## config.mk

```make
export PLATFORM = sky130hd
export DESIGN_NAME = uart_fifo_ctrl_shadow_regs
export DESIGN_NICKNAME = d
export VERILOG_FILES = /design/src/core/uart_fifo_ctrl_pkg.sv /design/src/core/uart_fifo_ctrl_shadow_regs.sv
export VERILOG_INCLUDE_DIRS = /design/src /design/src/core
export SDC_FILE = /design/constraint.sdc
export NUM_CORES = 1
export LEC_CHECK = 0
export CAP_MARGIN = 20
export CORE_MARGIN = 2
export CORE_UTILIZATION = 40
export DETAILED_ROUTE_END_ITERATION = 10
export DONT_BUFFER_PORTS = 1
export MAX_ROUTING_LAYER = met4
export PLACE_DENSITY = 0.63
export SYNTH_ARGS = -nofsm -noshare
export SYNTH_HDL_FRONTEND = slang
export SYNTH_SLANG_ARGS = --single-unit
```

## constraint.sdc

```tcl
create_clock -name clock -period 4.4 [get_ports clock]
set_input_delay 0.22 -clock clock [delete_from_list [all_inputs] [get_ports clock]]
set_output_delay 0.22 -clock clock [all_outputs]
set_load 0.03 [all_outputs]
```

## src/core/uart_fifo_ctrl_defines.svh

```systemverilog
// offsets, field positions, reset values and counts for the fifo control shadow block
`ifndef UART_FIFO_CTRL_DEFINES_SVH
`define UART_FIFO_CTRL_DEFINES_SVH

// register byte addresses
`define UFC_FCW_ADDR 32'h5000_1170
`define UFC_IRQ_STATUS_ADDR 32'h5000_1174
`define UFC_IRQ_MASK_ADDR 32'h5000_1178
`define UFC_DMA_SEL_ADDR 32'h5000_1194
`define UFC_FIFO_EN_ADDR 32'h5000_1198
`define UFC_RX_TRIG_ADDR 32'h5000_119c
`define UFC_TX_THR_ADDR 32'h5000_11a0

// fields of the fifo control word
`define UFC_FCW_EN_BIT 0
`define UFC_FCW_RXRST_BIT 1
`define UFC_FCW_TXRST_BIT 2
`define UFC_FCW_DMA_BIT 3
`define UFC_FCW_TXTRIG_LO 4
`define UFC_FCW_TXTRIG_HI 5
`define UFC_FCW_RXTRIG_LO 6
`define UFC_FCW_RXTRIG_HI 7

// interrupt status bits
`define UFC_IRQ_RX_BIT 0
`define UFC_IRQ_TX_BIT 1
`define UFC_IRQ_DIS_BIT 2
`define UFC_IRQ_W 3

// reset values
`define UFC_FCW_RESET 6'h00
`define UFC_IRQ_RESET 3'h0

// default fifo depth in entries
`define UFC_FIFO_DEPTH 16
// entries short of full for the highest receive trigger
`define UFC_RX_TOP_GAP 2
// characters left for the low transmit threshold
`define UFC_TX_LOW_MARK 2

`endif

```

## src/core/uart_fifo_ctrl_pkg.sv

```systemverilog
// types shared by the fifo control shadow block
package uart_fifo_ctrl_pkg;

	// stored fifo control word, one copy behind all shadows
	typedef struct packed {
		logic [1:0] rxTrig;
		logic [1:0] txTrig;
		logic dmaMode;
		logic fifoEn;
	} fcw_t;

	// dma request channel state
	typedef enum logic {
		REQ_IDLE,
		REQ_ACTIVE
	} dma_req_t;

	// register selected by an address
	typedef enum logic [2:0] {
		SEL_NONE,
		SEL_FCW,
		SEL_STATUS,
		SEL_MASK,
		SEL_DMA,
		SEL_FEN,
		SEL_RXT,
		SEL_TXT
	} reg_sel_t;

endpackage : uart_fifo_ctrl_pkg

```

## src/core/uart_fifo_ctrl_shadow_regs.sv

```systemverilog
// fifo control word with its four single-field shadow registers and dma request logic
`timescale 1ns/1ns
`include "uart_fifo_ctrl_defines.svh"

////////////////////////////////////////////////////////////////////////////////
// Operation
// - bit 0 of dma select shadow writes only the dma mode bit
// - dma mode 0 or 1 chooses how both dma request lines signal
// - bit 0 of fifo enable shadow enables both fifos, nothing else changes
// - clearing fifo enable after enabled resets both fifo controllers
// - bits 1:0 of receive trigger shadow write only that field
// - receive data interrupt at one, quarter, half, or two short of full
// - in dma mode 1 receive request asserts at the receive trigger level
// - bits 1:0 of transmit threshold shadow write only that field
// - threshold mode: transmit empty interrupt at empty, two, or half full
module uart_fifo_ctrl_shadow_regs #(
	parameter int DEPTH = `UFC_FIFO_DEPTH,
	parameter int LW = $clog2(DEPTH) + 1
) (
	input wire logic clock,
	input wire logic rst,
	input wire logic [31:0] regAddr,
	input wire logic [15:0] regWdata,
	input wire logic regWrite,
	input wire logic regRead,
	output logic [15:0] regRdata,
	input wire logic [LW-1:0] txLevel,
	input wire logic [LW-1:0] rxLevel,
	input wire logic thresholdMode,
	output logic fifoEnable,
	output logic dmaMode,
	output logic rxDataAvailIrq,
	output logic txHoldingEmptyIrq,
	output logic dmaTxReqN,
	output logic dmaRxReqN,
	output logic txFifoCtrlReset,
	output logic rxFifoCtrlReset,
	output logic irq
);

	////////////////////////////////////////////////////////////////////////////////
	// helpers

	// address decode, shared by the write path and the read path
	function automatic uart_fifo_ctrl_pkg::reg_sel_t decode(input logic [31:0] a);
		uart_fifo_ctrl_pkg::reg_sel_t s;
		s = uart_fifo_ctrl_pkg::SEL_NONE;
		unique case (a)
			`UFC_FCW_ADDR: s = uart_fifo_ctrl_pkg::SEL_FCW;
			`UFC_IRQ_STATUS_ADDR: s = uart_fifo_ctrl_pkg::SEL_STATUS;
			`UFC_IRQ_MASK_ADDR: s = uart_fifo_ctrl_pkg::SEL_MASK;
			`UFC_DMA_SEL_ADDR: s = uart_fifo_ctrl_pkg::SEL_DMA;
			`UFC_FIFO_EN_ADDR: s = uart_fifo_ctrl_pkg::SEL_FEN;
			`UFC_RX_TRIG_ADDR: s = uart_fifo_ctrl_pkg::SEL_RXT;
			`UFC_TX_THR_ADDR: s = uart_fifo_ctrl_pkg::SEL_TXT;
			default: s = uart_fifo_ctrl_pkg::SEL_NONE;
		endcase
		return s;
	endfunction : decode

	// receive trigger level in entries
	function automatic logic [LW-1:0] rxTrigLevel(input logic [1:0] sel);
		logic [LW-1:0] v;
		v = LW'(1);
		unique case (sel)
			2'h0: v = LW'(1);
			2'h1: v = LW'(DEPTH / 4);
			2'h2: v = LW'(DEPTH / 2);
			2'h3: v = LW'(DEPTH - `UFC_RX_TOP_GAP);
		endcase
		return v;
	endfunction : rxTrigLevel

	// transmit empty threshold in entries; 11 is taken as half full like 10
	function automatic logic [LW-1:0] txThrLevel(input logic [1:0] sel);
		logic [LW-1:0] v;
		v = LW'(0);
		unique case (sel)
			2'h0: v = LW'(0);
			2'h1: v = LW'(`UFC_TX_LOW_MARK);
			2'h2: v = LW'(DEPTH / 2);
			2'h3: v = LW'(DEPTH / 2);
		endcase
		return v;
	endfunction : txThrLevel

	////////////////////////////////////////////////////////////////////////////////
	// state

	uart_fifo_ctrl_pkg::fcw_t fcw_r;
	uart_fifo_ctrl_pkg::fcw_t fcw_nxt;
	logic txRst_r;
	logic txRst_nxt;
	logic rxRst_r;
	logic rxRst_nxt;
	logic [`UFC_IRQ_W-1:0] status_r;
	logic [`UFC_IRQ_W-1:0] status_nxt;
	logic [`UFC_IRQ_W-1:0] mask_r;
	logic [`UFC_IRQ_W-1:0] mask_nxt;
	logic [15:0] rdata_r;
	logic [15:0] rdata_nxt;
	logic rxIrq_r;
	logic rxIrq_nxt;
	logic txIrq_r;
	logic txIrq_nxt;
	uart_fifo_ctrl_pkg::dma_req_t rxReq_r;
	uart_fifo_ctrl_pkg::dma_req_t rxReq_nxt;
	uart_fifo_ctrl_pkg::dma_req_t txReq_r;
	uart_fifo_ctrl_pkg::dma_req_t txReq_nxt;

	uart_fifo_ctrl_pkg::reg_sel_t sel;
	logic rxHit;
	logic txHit;
	logic disableEdge;
	logic [`UFC_IRQ_W-1:0] events;

	assign sel = decode(regAddr);

	////////////////////////////////////////////////////////////////////////////////
	// control word and its shadows

	// one stored word: each shadow path writes only its own field, so no read-modify-write
	always_comb begin
		fcw_nxt = fcw_r;
		if (regWrite) begin
			unique case (sel)
				uart_fifo_ctrl_pkg::SEL_FCW: begin
					fcw_nxt.fifoEn = regWdata[`UFC_FCW_EN_BIT];
					fcw_nxt.dmaMode = regWdata[`UFC_FCW_DMA_BIT];
					fcw_nxt.txTrig = regWdata[`UFC_FCW_TXTRIG_HI:`UFC_FCW_TXTRIG_LO];
					fcw_nxt.rxTrig = regWdata[`UFC_FCW_RXTRIG_HI:`UFC_FCW_RXTRIG_LO];
				end
				uart_fifo_ctrl_pkg::SEL_DMA: fcw_nxt.dmaMode = regWdata[0];
				uart_fifo_ctrl_pkg::SEL_FEN: fcw_nxt.fifoEn = regWdata[0];
				uart_fifo_ctrl_pkg::SEL_RXT: fcw_nxt.rxTrig = regWdata[1:0];
				uart_fifo_ctrl_pkg::SEL_TXT: fcw_nxt.txTrig = regWdata[1:0];
				default: fcw_nxt = fcw_r;
			endcase
		end
	end

	// fifo controller resets: a falling enable hits both, control word bits hit one each
	always_comb begin
		disableEdge = fcw_r.fifoEn & ~fcw_nxt.fifoEn;
		txRst_nxt = disableEdge;
		rxRst_nxt = disableEdge;
		if (regWrite && sel == uart_fifo_ctrl_pkg::SEL_FCW) begin
			txRst_nxt = disableEdge | regWdata[`UFC_FCW_TXRST_BIT];
			rxRst_nxt = disableEdge | regWdata[`UFC_FCW_RXRST_BIT];
		end
	end

	always_ff @(posedge clock) begin
		if (rst) begin
			fcw_r <= `UFC_FCW_RESET;
			txRst_r <= 1'h0;
			rxRst_r <= 1'h0;
		end else begin
			fcw_r <= fcw_nxt;
			txRst_r <= txRst_nxt;
			rxRst_r <= rxRst_nxt;
		end
	end

	////////////////////////////////////////////////////////////////////////////////
	// interrupt conditions

	// without fifos the receive side needs one character and transmit needs empty
	always_comb begin
		if (fcw_r.fifoEn) begin
			rxHit = rxLevel >= rxTrigLevel(fcw_r.rxTrig);
		end else begin
			rxHit = rxLevel != LW'(0);
		end
		if (fcw_r.fifoEn && thresholdMode) begin
			txHit = txLevel <= txThrLevel(fcw_r.txTrig);
		end else begin
			txHit = txLevel == LW'(0);
		end
		rxIrq_nxt = rxHit;
		txIrq_nxt = txHit;
	end

	always_ff @(posedge clock) begin
		if (rst) begin
			rxIrq_r <= 1'h0;
			txIrq_r <= 1'h0;
		end else begin
			rxIrq_r <= rxIrq_nxt;
			txIrq_r <= txIrq_nxt;
		end
	end

	////////////////////////////////////////////////////////////////////////////////
	// dma request channels

	// mode 0 follows single characters; mode 1 holds the request with hysteresis
	always_comb begin
		rxReq_nxt = rxReq_r;
		txReq_nxt = txReq_r;
		if (!fcw_r.dmaMode) begin
			// mode 0
			rxReq_nxt = (rxLevel != LW'(0)) ? uart_fifo_ctrl_pkg::REQ_ACTIVE
				: uart_fifo_ctrl_pkg::REQ_IDLE;
			txReq_nxt = txHit ? uart_fifo_ctrl_pkg::REQ_ACTIVE : uart_fifo_ctrl_pkg::REQ_IDLE;
		end else begin
			// mode 1: receive asserts at the trigger level, drops once drained
			unique case (rxReq_r)
				uart_fifo_ctrl_pkg::REQ_IDLE: begin
					if (rxHit) begin
						rxReq_nxt = uart_fifo_ctrl_pkg::REQ_ACTIVE;
					end
				end
				uart_fifo_ctrl_pkg::REQ_ACTIVE: begin
					if (rxLevel == LW'(0)) begin
						rxReq_nxt = uart_fifo_ctrl_pkg::REQ_IDLE;
					end
				end
			endcase
			// transmit asserts at the empty threshold, drops once the fifo is full or the fifos are disabled
			unique case (txReq_r)
				uart_fifo_ctrl_pkg::REQ_IDLE: begin
					if (txHit) begin
						txReq_nxt = uart_fifo_ctrl_pkg::REQ_ACTIVE;
					end
				end
				uart_fifo_ctrl_pkg::REQ_ACTIVE: begin
					if (txLevel >= LW'(DEPTH) || !fcw_r.fifoEn) begin
						txReq_nxt = uart_fifo_ctrl_pkg::REQ_IDLE;
					end
				end
			endcase
		end
	end

	always_ff @(posedge clock) begin
		if (rst) begin
			rxReq_r <= uart_fifo_ctrl_pkg::REQ_IDLE;
			txReq_r <= uart_fifo_ctrl_pkg::REQ_IDLE;
		end else begin
			rxReq_r <= rxReq_nxt;
			txReq_r <= txReq_nxt;
		end
	end

	////////////////////////////////////////////////////////////////////////////////
	// sticky interrupt status and mask

	// rising edges of the conditions; a set in the clear cycle survives
	always_comb begin
		events = '0;
		events[`UFC_IRQ_RX_BIT] = rxHit & ~rxIrq_r;
		events[`UFC_IRQ_TX_BIT] = txHit & ~txIrq_r;
		events[`UFC_IRQ_DIS_BIT] = disableEdge;
		status_nxt = status_r;
		mask_nxt = mask_r;
		if (regWrite && sel == uart_fifo_ctrl_pkg::SEL_STATUS) begin
			status_nxt = status_r & ~regWdata[`UFC_IRQ_W-1:0];
		end
		if (regWrite && sel == uart_fifo_ctrl_pkg::SEL_MASK) begin
			mask_nxt = regWdata[`UFC_IRQ_W-1:0];
		end
		status_nxt = status_nxt | events;
	end

	always_ff @(posedge clock) begin
		if (rst) begin
			status_r <= `UFC_IRQ_RESET;
			mask_r <= `UFC_IRQ_RESET;
		end else begin
			status_r <= status_nxt;
			mask_r <= mask_nxt;
		end
	end

	////////////////////////////////////////////////////////////////////////////////
	// read path

	// the control word itself is write-only and reads zero, as do unmapped addresses
	always_comb begin
		rdata_nxt = 16'h0000;
		if (regRead) begin
			unique case (sel)
				uart_fifo_ctrl_pkg::SEL_STATUS: rdata_nxt[`UFC_IRQ_W-1:0] = status_r;
				uart_fifo_ctrl_pkg::SEL_MASK: rdata_nxt[`UFC_IRQ_W-1:0] = mask_r;
				uart_fifo_ctrl_pkg::SEL_DMA: rdata_nxt[0] = fcw_r.dmaMode;
				uart_fifo_ctrl_pkg::SEL_FEN: rdata_nxt[0] = fcw_r.fifoEn;
				uart_fifo_ctrl_pkg::SEL_RXT: rdata_nxt[1:0] = fcw_r.rxTrig;
				uart_fifo_ctrl_pkg::SEL_TXT: rdata_nxt[1:0] = fcw_r.txTrig;
				default: rdata_nxt = 16'h0000;
			endcase
		end
	end

	always_ff @(posedge clock) begin
		if (rst) begin
			rdata_r <= 16'h0000;
		end else begin
			rdata_r <= rdata_nxt;
		end
	end

	////////////////////////////////////////////////////////////////////////////////
	// outputs

	assign regRdata = rdata_r;
	assign fifoEnable = fcw_r.fifoEn;
	assign dmaMode = fcw_r.dmaMode;
	assign rxDataAvailIrq = rxIrq_r;
	assign txHoldingEmptyIrq = txIrq_r;
	assign dmaRxReqN = rxReq_r != uart_fifo_ctrl_pkg::REQ_ACTIVE; // active low
	assign dmaTxReqN = txReq_r != uart_fifo_ctrl_pkg::REQ_ACTIVE; // active low
	assign txFifoCtrlReset = txRst_r;
	assign rxFifoCtrlReset = rxRst_r;
	assign irq = |(status_r & mask_r);

endmodule : uart_fifo_ctrl_shadow_regs

```

* After elaboration in Yosys (flattened, before gate mapping)
Index checks and enable logic that the tools add are counted.
** Word-level totals
- Register bits :: 34
- Output and inout bits :: 25
- Word-level logic and storage cells :: 100
** Cells by class
- $lt $le $gt $ge :: 3
- Equality and inequality tests :: 20
- Muxes and demuxes :: 27
- Bitwise gates (word level) :: 15
- Reductions and logical operators :: 21
** Operators with widths (number)
- $eq A32 B31 Y1 const B :: 7
- $pmux W3 S7 :: 1
- $pmux W5 S4 :: 1
- $pmux W5 S3 :: 1
- $mux W1 :: 13
- $eq A3 B3 Y1 const B :: 4
- $logic_not A5 Y1 :: 2
- $mux W5 :: 2
- $eq A2 B2 Y1 const B :: 4
- $pmux W1 S2 :: 4
- $pmux W2 S2 :: 2
- $and A3 B3 Y3 :: 2
- $eq A3 B2 Y1 const B :: 2
- $not A1 Y1 :: 6
- $pmux W1 S6 :: 1
- $reduce_and A2 Y1 :: 3
- $reduce_bool A2 Y1 :: 3
- $reduce_or A2 Y1 :: 3
- $ge A5 B5 Y1 :: 1
- $ge A5 B5 Y1 const B :: 1
- $le A5 B5 Y1 :: 1
- $reduce_bool A5 Y1 :: 1
- $eq A2 B1 Y1 const B :: 2
- $logic_and A1 B1 Y1 :: 4
- 11 further kinds :: 15

* Depth between registers and ports, before layout
Gate-level depths: netlist of the first run.
- Depth after elaboration :: 10
- Mapped depth :: 8
- Depth with buffers taken out :: 8

* Worst setup path before layout of the first run
No wires, ideal clock.
- Path type :: input -> register
- From :: input port regAddr[2]
- To :: register fcw_r[4] (netlist name)
- Setup time :: 130 ps
- Data arrival time :: 1830 ps
- Slack :: 2440 ps
- Stages on the path :: 7
- Buffers on the path :: 1
- Cell sequence :: buf_2 nor4b_4 o21bai_2 nand3_4 or3_4 a2111oi_4 a21oi_1
** On the way
- Word-level cells in the longest chain between the ends :: 5
- Elaborated cells between the ends (all ways) :: 13
- Classes of those cells :: 9 x eq/ne; 2 x mux; 2 x reduce/logical
** Ends and longest elaborated chain
- start: declaration :: line uart_fifo_ctrl_shadow_regs.sv:22 : input wire logic [31:0] regAddr,
- $eq A32 B31 Y1 :: line uart_fifo_ctrl_shadow_regs.sv:48 : unique case (a)
- $pmux W3 S7 * :: line uart_fifo_ctrl_shadow_regs.sv:48
- $eq A3 B1 Y1 / $eq A3 B3 Y1 (equally long branches) :: line uart_fifo_ctrl_shadow_regs.sv:126 : unique case (sel)
- $reduce_bool A2 Y1 (no source line)
- $reduce_and A2 Y1 (no source line)
- end signal: assignment :: line uart_fifo_ctrl_shadow_regs.sv:155 : fcw_r <= `UFC_FCW_RESET;
- end signal: assignment :: line uart_fifo_ctrl_shadow_regs.sv:159 : fcw_r <= fcw_nxt;
- end: declaration :: line uart_fifo_ctrl_shadow_regs.sv:90 : uart_fifo_ctrl_pkg::fcw_t fcw_r;
Every way passes the cells marked *; elsewhere a longest branch is shown, timed or not.
A chain may end at the register's enable or synchronous reset.

* Worst setup path in the final report of the first run
- From :: input port regAddr[9]
- To :: register mask_r[2]
** On the way
- Word-level cells in the longest chain between the ends :: 4
- Elaborated cells between the ends (all ways) :: 10
- Classes of those cells :: 8 x eq/ne; 1 x mux; 1 x reduce/logical
** Ends and longest elaborated chain
- $eq A32 B31 Y1 :: line uart_fifo_ctrl_shadow_regs.sv:48
- $pmux W3 S7 * :: line uart_fifo_ctrl_shadow_regs.sv:48
- $eq A3 B2 Y1 * :: line uart_fifo_ctrl_shadow_regs.sv:260 : if (regWrite && sel == uart_fifo_ctrl_pkg::SEL_MASK) begin
- $logic_and A1 B1 Y1 * :: line uart_fifo_ctrl_shadow_regs.sv:260
- end signal: assignment :: line uart_fifo_ctrl_shadow_regs.sv:269 : mask_r <= `UFC_IRQ_RESET;
- end signal: assignment :: line uart_fifo_ctrl_shadow_regs.sv:272 : mask_r <= mask_nxt;
- end: declaration :: line uart_fifo_ctrl_shadow_regs.sv:98 : logic [`UFC_IRQ_W-1:0] mask_r;
Marks and branches as above.

==> metrics.txt, run 1 <==
post-synthesis mux area share=8.72%; minimum clock period=1880 ps; ys async rst share=0%; core box area=0.00397 mm^2; routed via count=1,398; Net Sw Frac=26.5%; share of layout cells above drive strength 1=10.5%; Tightest Hold Check Type=in2reg; Peak VDD IR=0.0000898 V; final worst setup slack=2520 ps; antenna diode count=0; relative slew slack=56.7%; post-synthesis sequential area ratio=25.5%; Die Wd=68.2 um; syn avg cell area=8.64 um^2; Synth Area in XOR/XNOR=1.06%; dpl ws=2300 ps; Final GP Congestion=0.797; P_int=270 uW; Simple-Gate Fraction of Synth Area=31.0%; critical path endpoint category=flop; most frequent cells in the layout=dfxtp_1 (21), nor2_1 (15), inv_1 (14), a21oi_1 (14); first-pass GRT wire length=5980 um; wire per inst=15.6 um; Final Hold Viols=0; Synth cell types=57; row cnt=23; I/O Buffers=0; antenna violations before repair=0; slowest cell on the critical path=nor4_2; Ys Warns=0; effective utilization at floorplan=41.6%; Die Area=0.00466 mm^2; FF-to-FF Start=fcw_r[4]$_SDFFE_PP0P_; worst-path cell chain=nor4b_1, and4_1, nand3_1, nor4_2, mux2i_1, nor2_1; Power Density=218 mW/mm^2; crit path launch=regAddr[9]; f_max=532 MHz; startpoint types=input pin; adder-cell share of the synthesized area=4.55%; Inst Count DP=236; LEAKAGE=0.000614 uW; Main synth FF type=dfxtp_1; critical path type=in2reg; gr ovfl total=0; Post-synth EDFFs=0; nets=260; Final Cycle Share=42.7%; Layout Cells excl Fill=240; most common cell after layout, fill and taps aside=dfxtp_1; CTS Buffer Depth=2; Slew @ Worst Pin=648 ps; Synth Cell Area=0.00165 mm^2; routed wire length=3750 um; DR pass1 iterations=4; complex-gate fraction of the synthesized area=18.6%; Mapped Cells=191; # Post-CTS Setup Buffers=0; clk sinks=21; Final setup violation count=0; RSZ-0062 raised after global routing=false; # IOs=88; Crit Path Max Fanout=7; Root Buffer=clkbuf_8; P_sw=97.4 uW; HP Start=rst; vias in the first global route=1,296; Final ANT Viol Nets=0; Area growth syn-to-layout=2.35%; FF+latch count, synth=21; largest family of logic cells by synthesized area=simple AND/OR/NAND/NOR gates; Required @ worst endpoint=4560 ps; Comb power frac=13.2%; total power=368 uW; Slew Limit Fails=0; DR iter-0 viols=37; MaxCap Viol Count=0; post-cts gate resize count=0; routed vias/inst=5.83; top cell family by delay on the critical path=simple AND/OR/NAND/NOR gates; setup TNS=0 ps; htree depth=1; DRC=0; Buf+Inv Stages, Crit Path=0; worst skew pair latency=260 ps; Num CTS Buffers=3; pin count of the biggest net entering global routing=16; Final HPWL DP=3010 um; Overall Global Routing Usage=17.6%; Critical Path Max Stage Delay=640 ps; CTS clk-pin slew, worst paths=80 ps; die height=68.2 um; CP arrival=2040 ps; Worst Skew=4.35 ps; Clk pwr share=33.9%; cts hold-fix bufs=0; status=finished clean; Reg power frac=52.9%; CTS tree=built
[synth_stat cells, types with 2 or more instances]
library cell  instances  share of area (%)
a211oi_1              3                1.4
a21oi_1              14                4.2
a311oi_1              2                1.1
a31oi_1               2               0.76
a32o_1                2                1.2
and2_1                4                1.5
and3_1                2               0.76
and4b_1               2                1.2
buf_2                 2               0.61
buf_4                13                5.9
clkbuf_1              2               0.46
dfxtp_1              21                 25
ha_1                  6                4.5
inv_1                14                3.2
mux2i_1              11                6.7
nand2_1              13                3.0
nand2b_1              4                1.5
nand3_1               3               0.91
nand3b_1              2               0.91
nand4_1               2               0.76
nor2_1               15                3.4
nor2b_1               2               0.76
nor3_1                2               0.61
nor4_1                6                2.3
nor4_2                3                2.3
nor4bb_1              2                1.2
o21ai_0               2               0.61
o31ai_1               3                1.4
or4_1                 3                1.4
xnor2_1               2                1.1
[registers in the layout, indices dropped and copies added (netlist names), 3 cells and up]
signal and flops:
mask_r 3, status_r 3, regRdata 3, fcw_r 4
[metal layers]
layer  wire length [um]  global-route usage (%)
met1               1620                    21.5
met2               1750                    29.1
met3                356                    4.28
met4                 23                    4.75
met5                  0                       -
[power groups by stage]
stage | Clock (uW) | Combinational, uW | Sequential, uW
2_1_floorplan | 0 | 55.5 | 199
3_3_place_gp | 0 | 47.9 | 199
3_5_place_dp | 0 | 48.5 | 199
4_1_cts | 128 | 48.7 | 195
5_1_grt | 136 | 53.9 | 195
6_report | 125 | 48.6 | 195
[path summary, 6_finish.rpt]
check,slack [ps],end,depth (start not counted)
worst max-delay path,2520,mask_r[2]$_SDFFE_PP0P_,6
worst min-delay path,20,fifoEnable$_SDFF_PP0_,1
worst max register to register,2580,status_r[0]$_SDFF_PP0_,8
worst min register to register,510,txReq_r$_SDFF_PP0_,2
[cell families (layout without fill, tap and decap cells)]
family	after synthesis	in the layout
fa+ha+maj	6	6
mux	13	13
simple gates	75	75
other cells	1	13
xor+xnor	2	2
flops	21	21
buf+inv	32	19
compound gates	41	41
[worst reg2reg max path, stage by stage (launching register included)]
cell      delay [ps]
dfxtp_1          390
nor2_1            60
ha_1             260
nand2b_1         100
a21o_1           120
a21oi_1           60
o21ai_0          360
a21oi_1          130
a311oi_1         260
[metrics by stage]
stage / cell area [um^2] / utilization [%] / hold slack, ps
final: 1690 / 42.5 / 23.9
after global routing: 1690 / 42.5 / 9.34
after CTS: 1690 / 42.5 / 16.1
after detailed placement: 1640 / 41.4 / 294
after global placement: 1640 / 41.4 / 293
after floorplan: 1700 / - / 298
[cell type report]
| cell class | instances | area, um^2 |
|---|---|---|
| flip-flops and latches | 21 | 420 |
| multi-input cells | 150 | 1100 |
| inverters | 15 | 56.3 |
| well taps | 50 | 62.6 |
| fillers | 423 | 2280 |
| clock buffers | 3 | 41.3 |
| clock inverters | 1 | 5.00 |
No activity file was read; power rests on OpenSTA's default activity.
==> run 2, diff against run 1 <==
--- a/config.mk
+++ b/config.mk
@@ -12,7 +12,7 @@
 export DETAILED_ROUTE_END_ITERATION = 10
 export DONT_BUFFER_PORTS = 1
 export MAX_ROUTING_LAYER = met4
-export PLACE_DENSITY = 0.63
+export PLACE_DENSITY = 0.65
 export SYNTH_ARGS = -nofsm -noshare
 export SYNTH_HDL_FRONTEND = slang
 export SYNTH_SLANG_ARGS = --single-unit
==> constraint.sdc (replaced) <==
create_clock -name clock -period 1.7 [get_ports clock]
set_input_delay 0.085 -clock clock [delete_from_list [all_inputs] [get_ports clock]]
set_output_delay 0.085 -clock clock [all_outputs]
set_load 0.03 [all_outputs]
==> metrics.txt, run 2 (synthesis results as in run 1) <==
most common cell after layout, fill and taps aside=buf_4; Peak VDD IR=0.000249 V (+180%); Area growth syn-to-layout=16.6%; Tightest Hold Check Type=in2reg; fillers=396 (-6.4%); first-pass GRT wire length=6360 um (+6.3%); Power Density=518 mW/mm^2 (+140%); # IOs=88 (unchanged); antenna diode count=0 (unchanged); area taken by multi-input logic gates=0.00112 mm^2 (+1.7%); nets=286 (+10%); routed wire length=3970 um (+5.7%); Biggest register=fcw_r; pin count of the biggest net entering global routing=13 (-3); startpoint types=flop; minimum clock period=1580 ps; R2R Setup Slk=120 ps (-2460 ps); Required @ worst endpoint=1860 ps (-2700 ps); Worst Skew=7.65 ps (+3.30 ps); dpl ws=-52.5 ps (-2350 ps); Final setup violation count=0 (unchanged); vias in the first global route=1,440 (+11%); LEAKAGE=0.000743 uW (+21%); critical path type=reg2reg; row cnt=23 (unchanged); violations in the final reports=negative hold slack; f_max=633 MHz; final worst setup slack=120 ps (-2400 ps); critical path endpoint category=flop; # Post-CTS Setup Buffers=0 (unchanged); DR iter-0 viols=82 (+120%); Overall Global Routing Usage=18.7% (+1.0 points); Crit Path Max Fanout=3 (-4); CTS tree=built; CTS Buffer Depth=2 (unchanged); antenna violations before repair=0 (unchanged); routed via count=1,484 (+6.2%); total power=996 uW (+170%); Root Buffer=clkbuf_8; Die Wd=68.2 um (unchanged); MaxCap Viol Count=0 (unchanged); DR pass1 iterations=4 (unchanged); Die Area=0.00466 mm^2 (unchanged); htree depth=1 (unchanged); share of layout cells above drive strength 1=21.3% (+11 points); gr ovfl total=0 (unchanged); I/O Buffers=0 (unchanged); WHS=-1.14 ps (-25.1 ps); Final GP Congestion=0.862 (+8.2%); die height=68.2 um (unchanged); status=complete, but fails checks; Final HPWL DP=3180 um (+5.7%); Storage cell area=425 um^2 (+1.2%); Final Cycle Share=92.9%; Final Hold Viols=1 (+1); routed vias/inst=5.58 (-4.2%); max reg flops=4 (unchanged); DRC=0 (unchanged); core box area=0.00397 mm^2 (unchanged); RSZ-0062 raised after global routing=false; Num CTS Buffers=3 (unchanged); Slew Limit Fails=0 (unchanged); CTS clk-pin slew, worst paths=80 ps (about the same); clk sinks=21 (unchanged); worst skew pair latency=270 ps (about the same); Final ANT Viol Nets=0 (unchanged); effective utilization at floorplan=41.6% (unchanged); most frequent cells in the layout=buf_4 (19), dfxtp_1 (17), nor2_1 (15); CP arrival=1740 ps (-300 ps); wire per inst=14.9 um (-4.6%)
-- run 2: what timing repair did --
item,in CTS,in global routing
hold endpoints to repair,15,0
endpoints found under the setup margin,1,4
gates resized for setup,1,7
gates cloned,0,0
pin swaps,0,2
hold buffers,7,0
-- run 2: final cells by class --
| type | count | share of cell area (%) |
|---|---|---|
| multi-input combinational | 150 | 58.3 |
| sequential | 21 | 22.1 |
| timing repair buffer | 26 | 11.1 |
| tap | 50 | 3.25 |
| inverter | 15 | 2.93 |
| clock buffer | 4 | 2.34 |
-- run 2: worst paths after layout --
path,end,start,depth (start not counted)
worst max-delay path,status_r[1]$_SDFF_PP0_,fcw_r[2]$_SDFFE_PP0P_,8
worst min-delay path,fcw_r[5]$_SDFFE_PP0P_,regWdata[7],2
worst max register to register,status_r[1]$_SDFF_PP0_,fcw_r[2]$_SDFFE_PP0P_,8
worst min register to register,txReq_r$_SDFF_PP0_,txReq_r$_SDFF_PP0_,2
-- run 2: metrics by stage --
| step | area [um^2] | utilization, % | cells | TNS [ps] |
|---|---|---|---|---|
| 6_report | 1920 | 48.5 | 266 | 0 |
| 3_3_place_gp | 1790 | 45.2 | 255 | -0.631 |
| 2_1_floorplan | 1710 | - | 203 | -27.0 |
| 4_1_cts | 1910 | 48.1 | 266 | 0 |
| 5_1_grt | 1920 | 48.5 | 266 | 0 |
| 3_5_place_dp | 1790 | 45.2 | 255 | -135 |
-- run 2: where the power goes --
group	internal [uW]	total (uW)	leakage, uW	switching [uW]
Sequential	497	504	0.000172	6.80
Clock	167	331	0.0000228	164
Combinational	60.9	161	0.000548	100
-- run 2: critical path: stages, from the launching register on --
cell	delay, ps
dfxtp_2	340
nor2b_2	150
ha_1	260
nand3b_1	80
a21oi_1	70
o21bai_1	110
a21oi_1	90
and2_1	170
a32o_1	200
-- run 2: per-layer routing --
metal	vias to the layer above	part of all wire, %	global-route usage (%)
met4	0	1.4	7.00
met3	5	8.1	4.44
met5	-	0	-
met1	683	43	21.5
met2	65	48	31.4
li1	731	-	-
==> run 3, diff against run 2 <==
--- a/config.mk
+++ b/config.mk
@@ -6,13 +6,13 @@
 export SDC_FILE = /design/constraint.sdc
 export NUM_CORES = 1
 export LEC_CHECK = 0
+export BUFFER_PORTS_ARGS = -buffer_cell sky130_fd_sc_hd__buf_2
 export CAP_MARGIN = 20
 export CORE_MARGIN = 2
 export CORE_UTILIZATION = 40
 export DETAILED_ROUTE_END_ITERATION = 10
-export DONT_BUFFER_PORTS = 1
 export MAX_ROUTING_LAYER = met4
-export PLACE_DENSITY = 0.65
+export PLACE_DENSITY = 0.84
 export SYNTH_ARGS = -nofsm -noshare
 export SYNTH_HDL_FRONTEND = slang
 export SYNTH_SLANG_ARGS = --single-unit
==> metrics.txt, run 3 (synthesis results as in run 1) <==
status=finished clean; Die Wd=68.2 um (unchanged); crit path launch=fcw_r[5]$_SDFFE_PP0P_; antenna diode count=0 (unchanged); most frequent cells in the layout=buf_2 (66), buf_4 (28), dfxtp_1 (18); CTS Buffer Depth=2 (unchanged); critical path endpoint category=flop; Final setup violation count=0 (unchanged); Required @ worst endpoint=1840 ps (-20 ps); LEAKAGE=0.00103 uW (+39%); # IOs=88 (unchanged); share of layout cells above drive strength 1=44.7% (+23 points); minimum clock period=1610 ps (+30.1 ps); routed vias/inst=5.20 (-6.8%); antenna violations before repair=0 (unchanged); row cnt=23 (unchanged); routed via count=1,737 (+17%); most common cell after layout, fill and taps aside=buf_2; Biggest register=fcw_r; gr ovfl total=0 (unchanged); setup TNS=0 ps (unchanged); top cell family by delay on the critical path=compound AO/OA/AOI/OAI gates; vias in the first global route=1,594 (+11%); Final GP Congestion=0.832 (-3.5%); Final ANT Viol Nets=0 (unchanged); Power Density=475 mW/mm^2 (-8.3%); htree depth=1 (unchanged); effective utilization at floorplan=41.6% (unchanged); critical path type=reg2reg; CTS tree=built; Num CTS Buffers=3 (unchanged); CP arrival=1750 ps (about the same); max reg flops=4 (unchanged); clk sinks=21 (unchanged); MaxCap Viol Count=0 (unchanged); Layout Cells excl Fill=334 (+26%); DR iter-0 viols=75 (-8.5%); nets=354 (+24%); slowest cell on the critical path=dfxtp_1; Critical Path Max Stage Delay=360 ps (+20 ps); DR pass1 iterations=4 (unchanged); Worst Skew=7.13 ps (-0.523 ps); f_max=621 MHz (-1.9%); CTS clk-pin slew, worst paths=80 ps (about the same); Storage cell area=424 um^2 (-0.29%); Tightest Hold Check Type=in2reg; worst skew pair latency=260 ps (about the same); core box area=0.00397 mm^2 (unchanged); pin count of the biggest net entering global routing=16 (+3); DRC=0 (unchanged); startpoint types=flop; Overall Global Routing Usage=19.8% (+1.2 points); Peak VDD IR=0.000261 V (+4.7%); FF-to-FF Start=fcw_r[5]$_SDFFE_PP0P_; Slew Limit Fails=0 (unchanged); Final Hold Viols=0 (-1); fillers=346 (-13%); HP Start=regRead; Die Area=0.00466 mm^2 (unchanged); worst-path cell chain=nor2_1, ha_1, nand2b_1, a21o_1, a21oi_2, o21ai_2, a21oi_1, a311oi_2; routed wire length=4470 um (+13%); Buf+Inv Stages, Crit Path=0 (unchanged); wire per inst=13.4 um (-10%); die height=68.2 um (unchanged); area taken by multi-input logic gates=0.00115 mm^2 (+2.2%); RSZ-0062 raised after global routing=true; Root Buffer=clkbuf_8; Inst Count DP=330 (+29%); # Post-CTS Setup Buffers=0 (unchanged); Final HPWL DP=3640 um (+15%); Final Cycle Share=94.7% (+1.8 points); Area growth syn-to-layout=38.0%; Crit Path Max Fanout=4 (+1); first-pass GRT wire length=6820 um (+7.2%); I/O Buffers=66 (+66)
## run 3: metrics by stage
stage	power [uW]	worst slack [ps]	hold slack (ps)	area, um^2	utilization, %
6_report	1080	89.8	78.9	2280	57.3
5_1_grt	1120	-108	83.1	2280	57.3
4_1_cts	1070	3.69	85.0	2240	56.4
3_5_place_dp	753	-179	356	2190	55.2
3_3_place_gp	747	-118	352	2190	55.2
2_1_floorplan	663	-13.1	163	1710	-
## run 3: final timing paths
kind | endpoint | slack, ps | cells past startpoint
worst min-delay path | regRdata[0]$_SDFF_PP0_ | 80 | 3
worst max-delay path | status_r[0]$_SDFF_PP0_ | 90 | 8
worst max register to register | status_r[0]$_SDFF_PP0_ | 90 | 8
worst min register to register | status_r[1]$_SDFF_PP0_ | 500 | 2
## run 3: what timing repair did
action / CTS / global route
hold buffers: 0 / 0
gates resized for setup: 1 / 12
setup endpoints to repair: 2 / 9
pin swaps: 0 / 4
## run 3: report_power, final
part | internal (uW) | switching, uW | leakage [uW]
clock | 163 | 169 | 0.0000255
sequential | 497 | 3.68 | 0.000172
combinational | 104 | 143 | 0.000835
total | 765 | 316 | 0.00103
## run 3: routing by layer
layer | wire length, um | global-route usage (%) | up-vias
met1 | 1870 | 22.9 | 812
met3 | 206 | 2.80 | 6
met5 | 0 | - | -
li1 | - | - | 865
met4 | 63 | 8.50 | 0
met2 | 2330 | 34.1 | 54
## run 3: cell type report
cell class	instances	area share [%]
inverter	15	2.47
clock inverter	1	0.220
clock buffer	3	1.81
timing repair buffer	94	23.7
multi-input combinational	150	50.4
sequential	21	18.6
tap	50	2.75
## run 3: worst register-to-register path, stage by stage (launching register included)
cell      delay [ps]
dfxtp_1          360
nor2_1            60
ha_1             260
nand2b_1         140
a21o_1           190
a21oi_2          150
o21ai_2           90
a21oi_1          180
a311oi_2          60
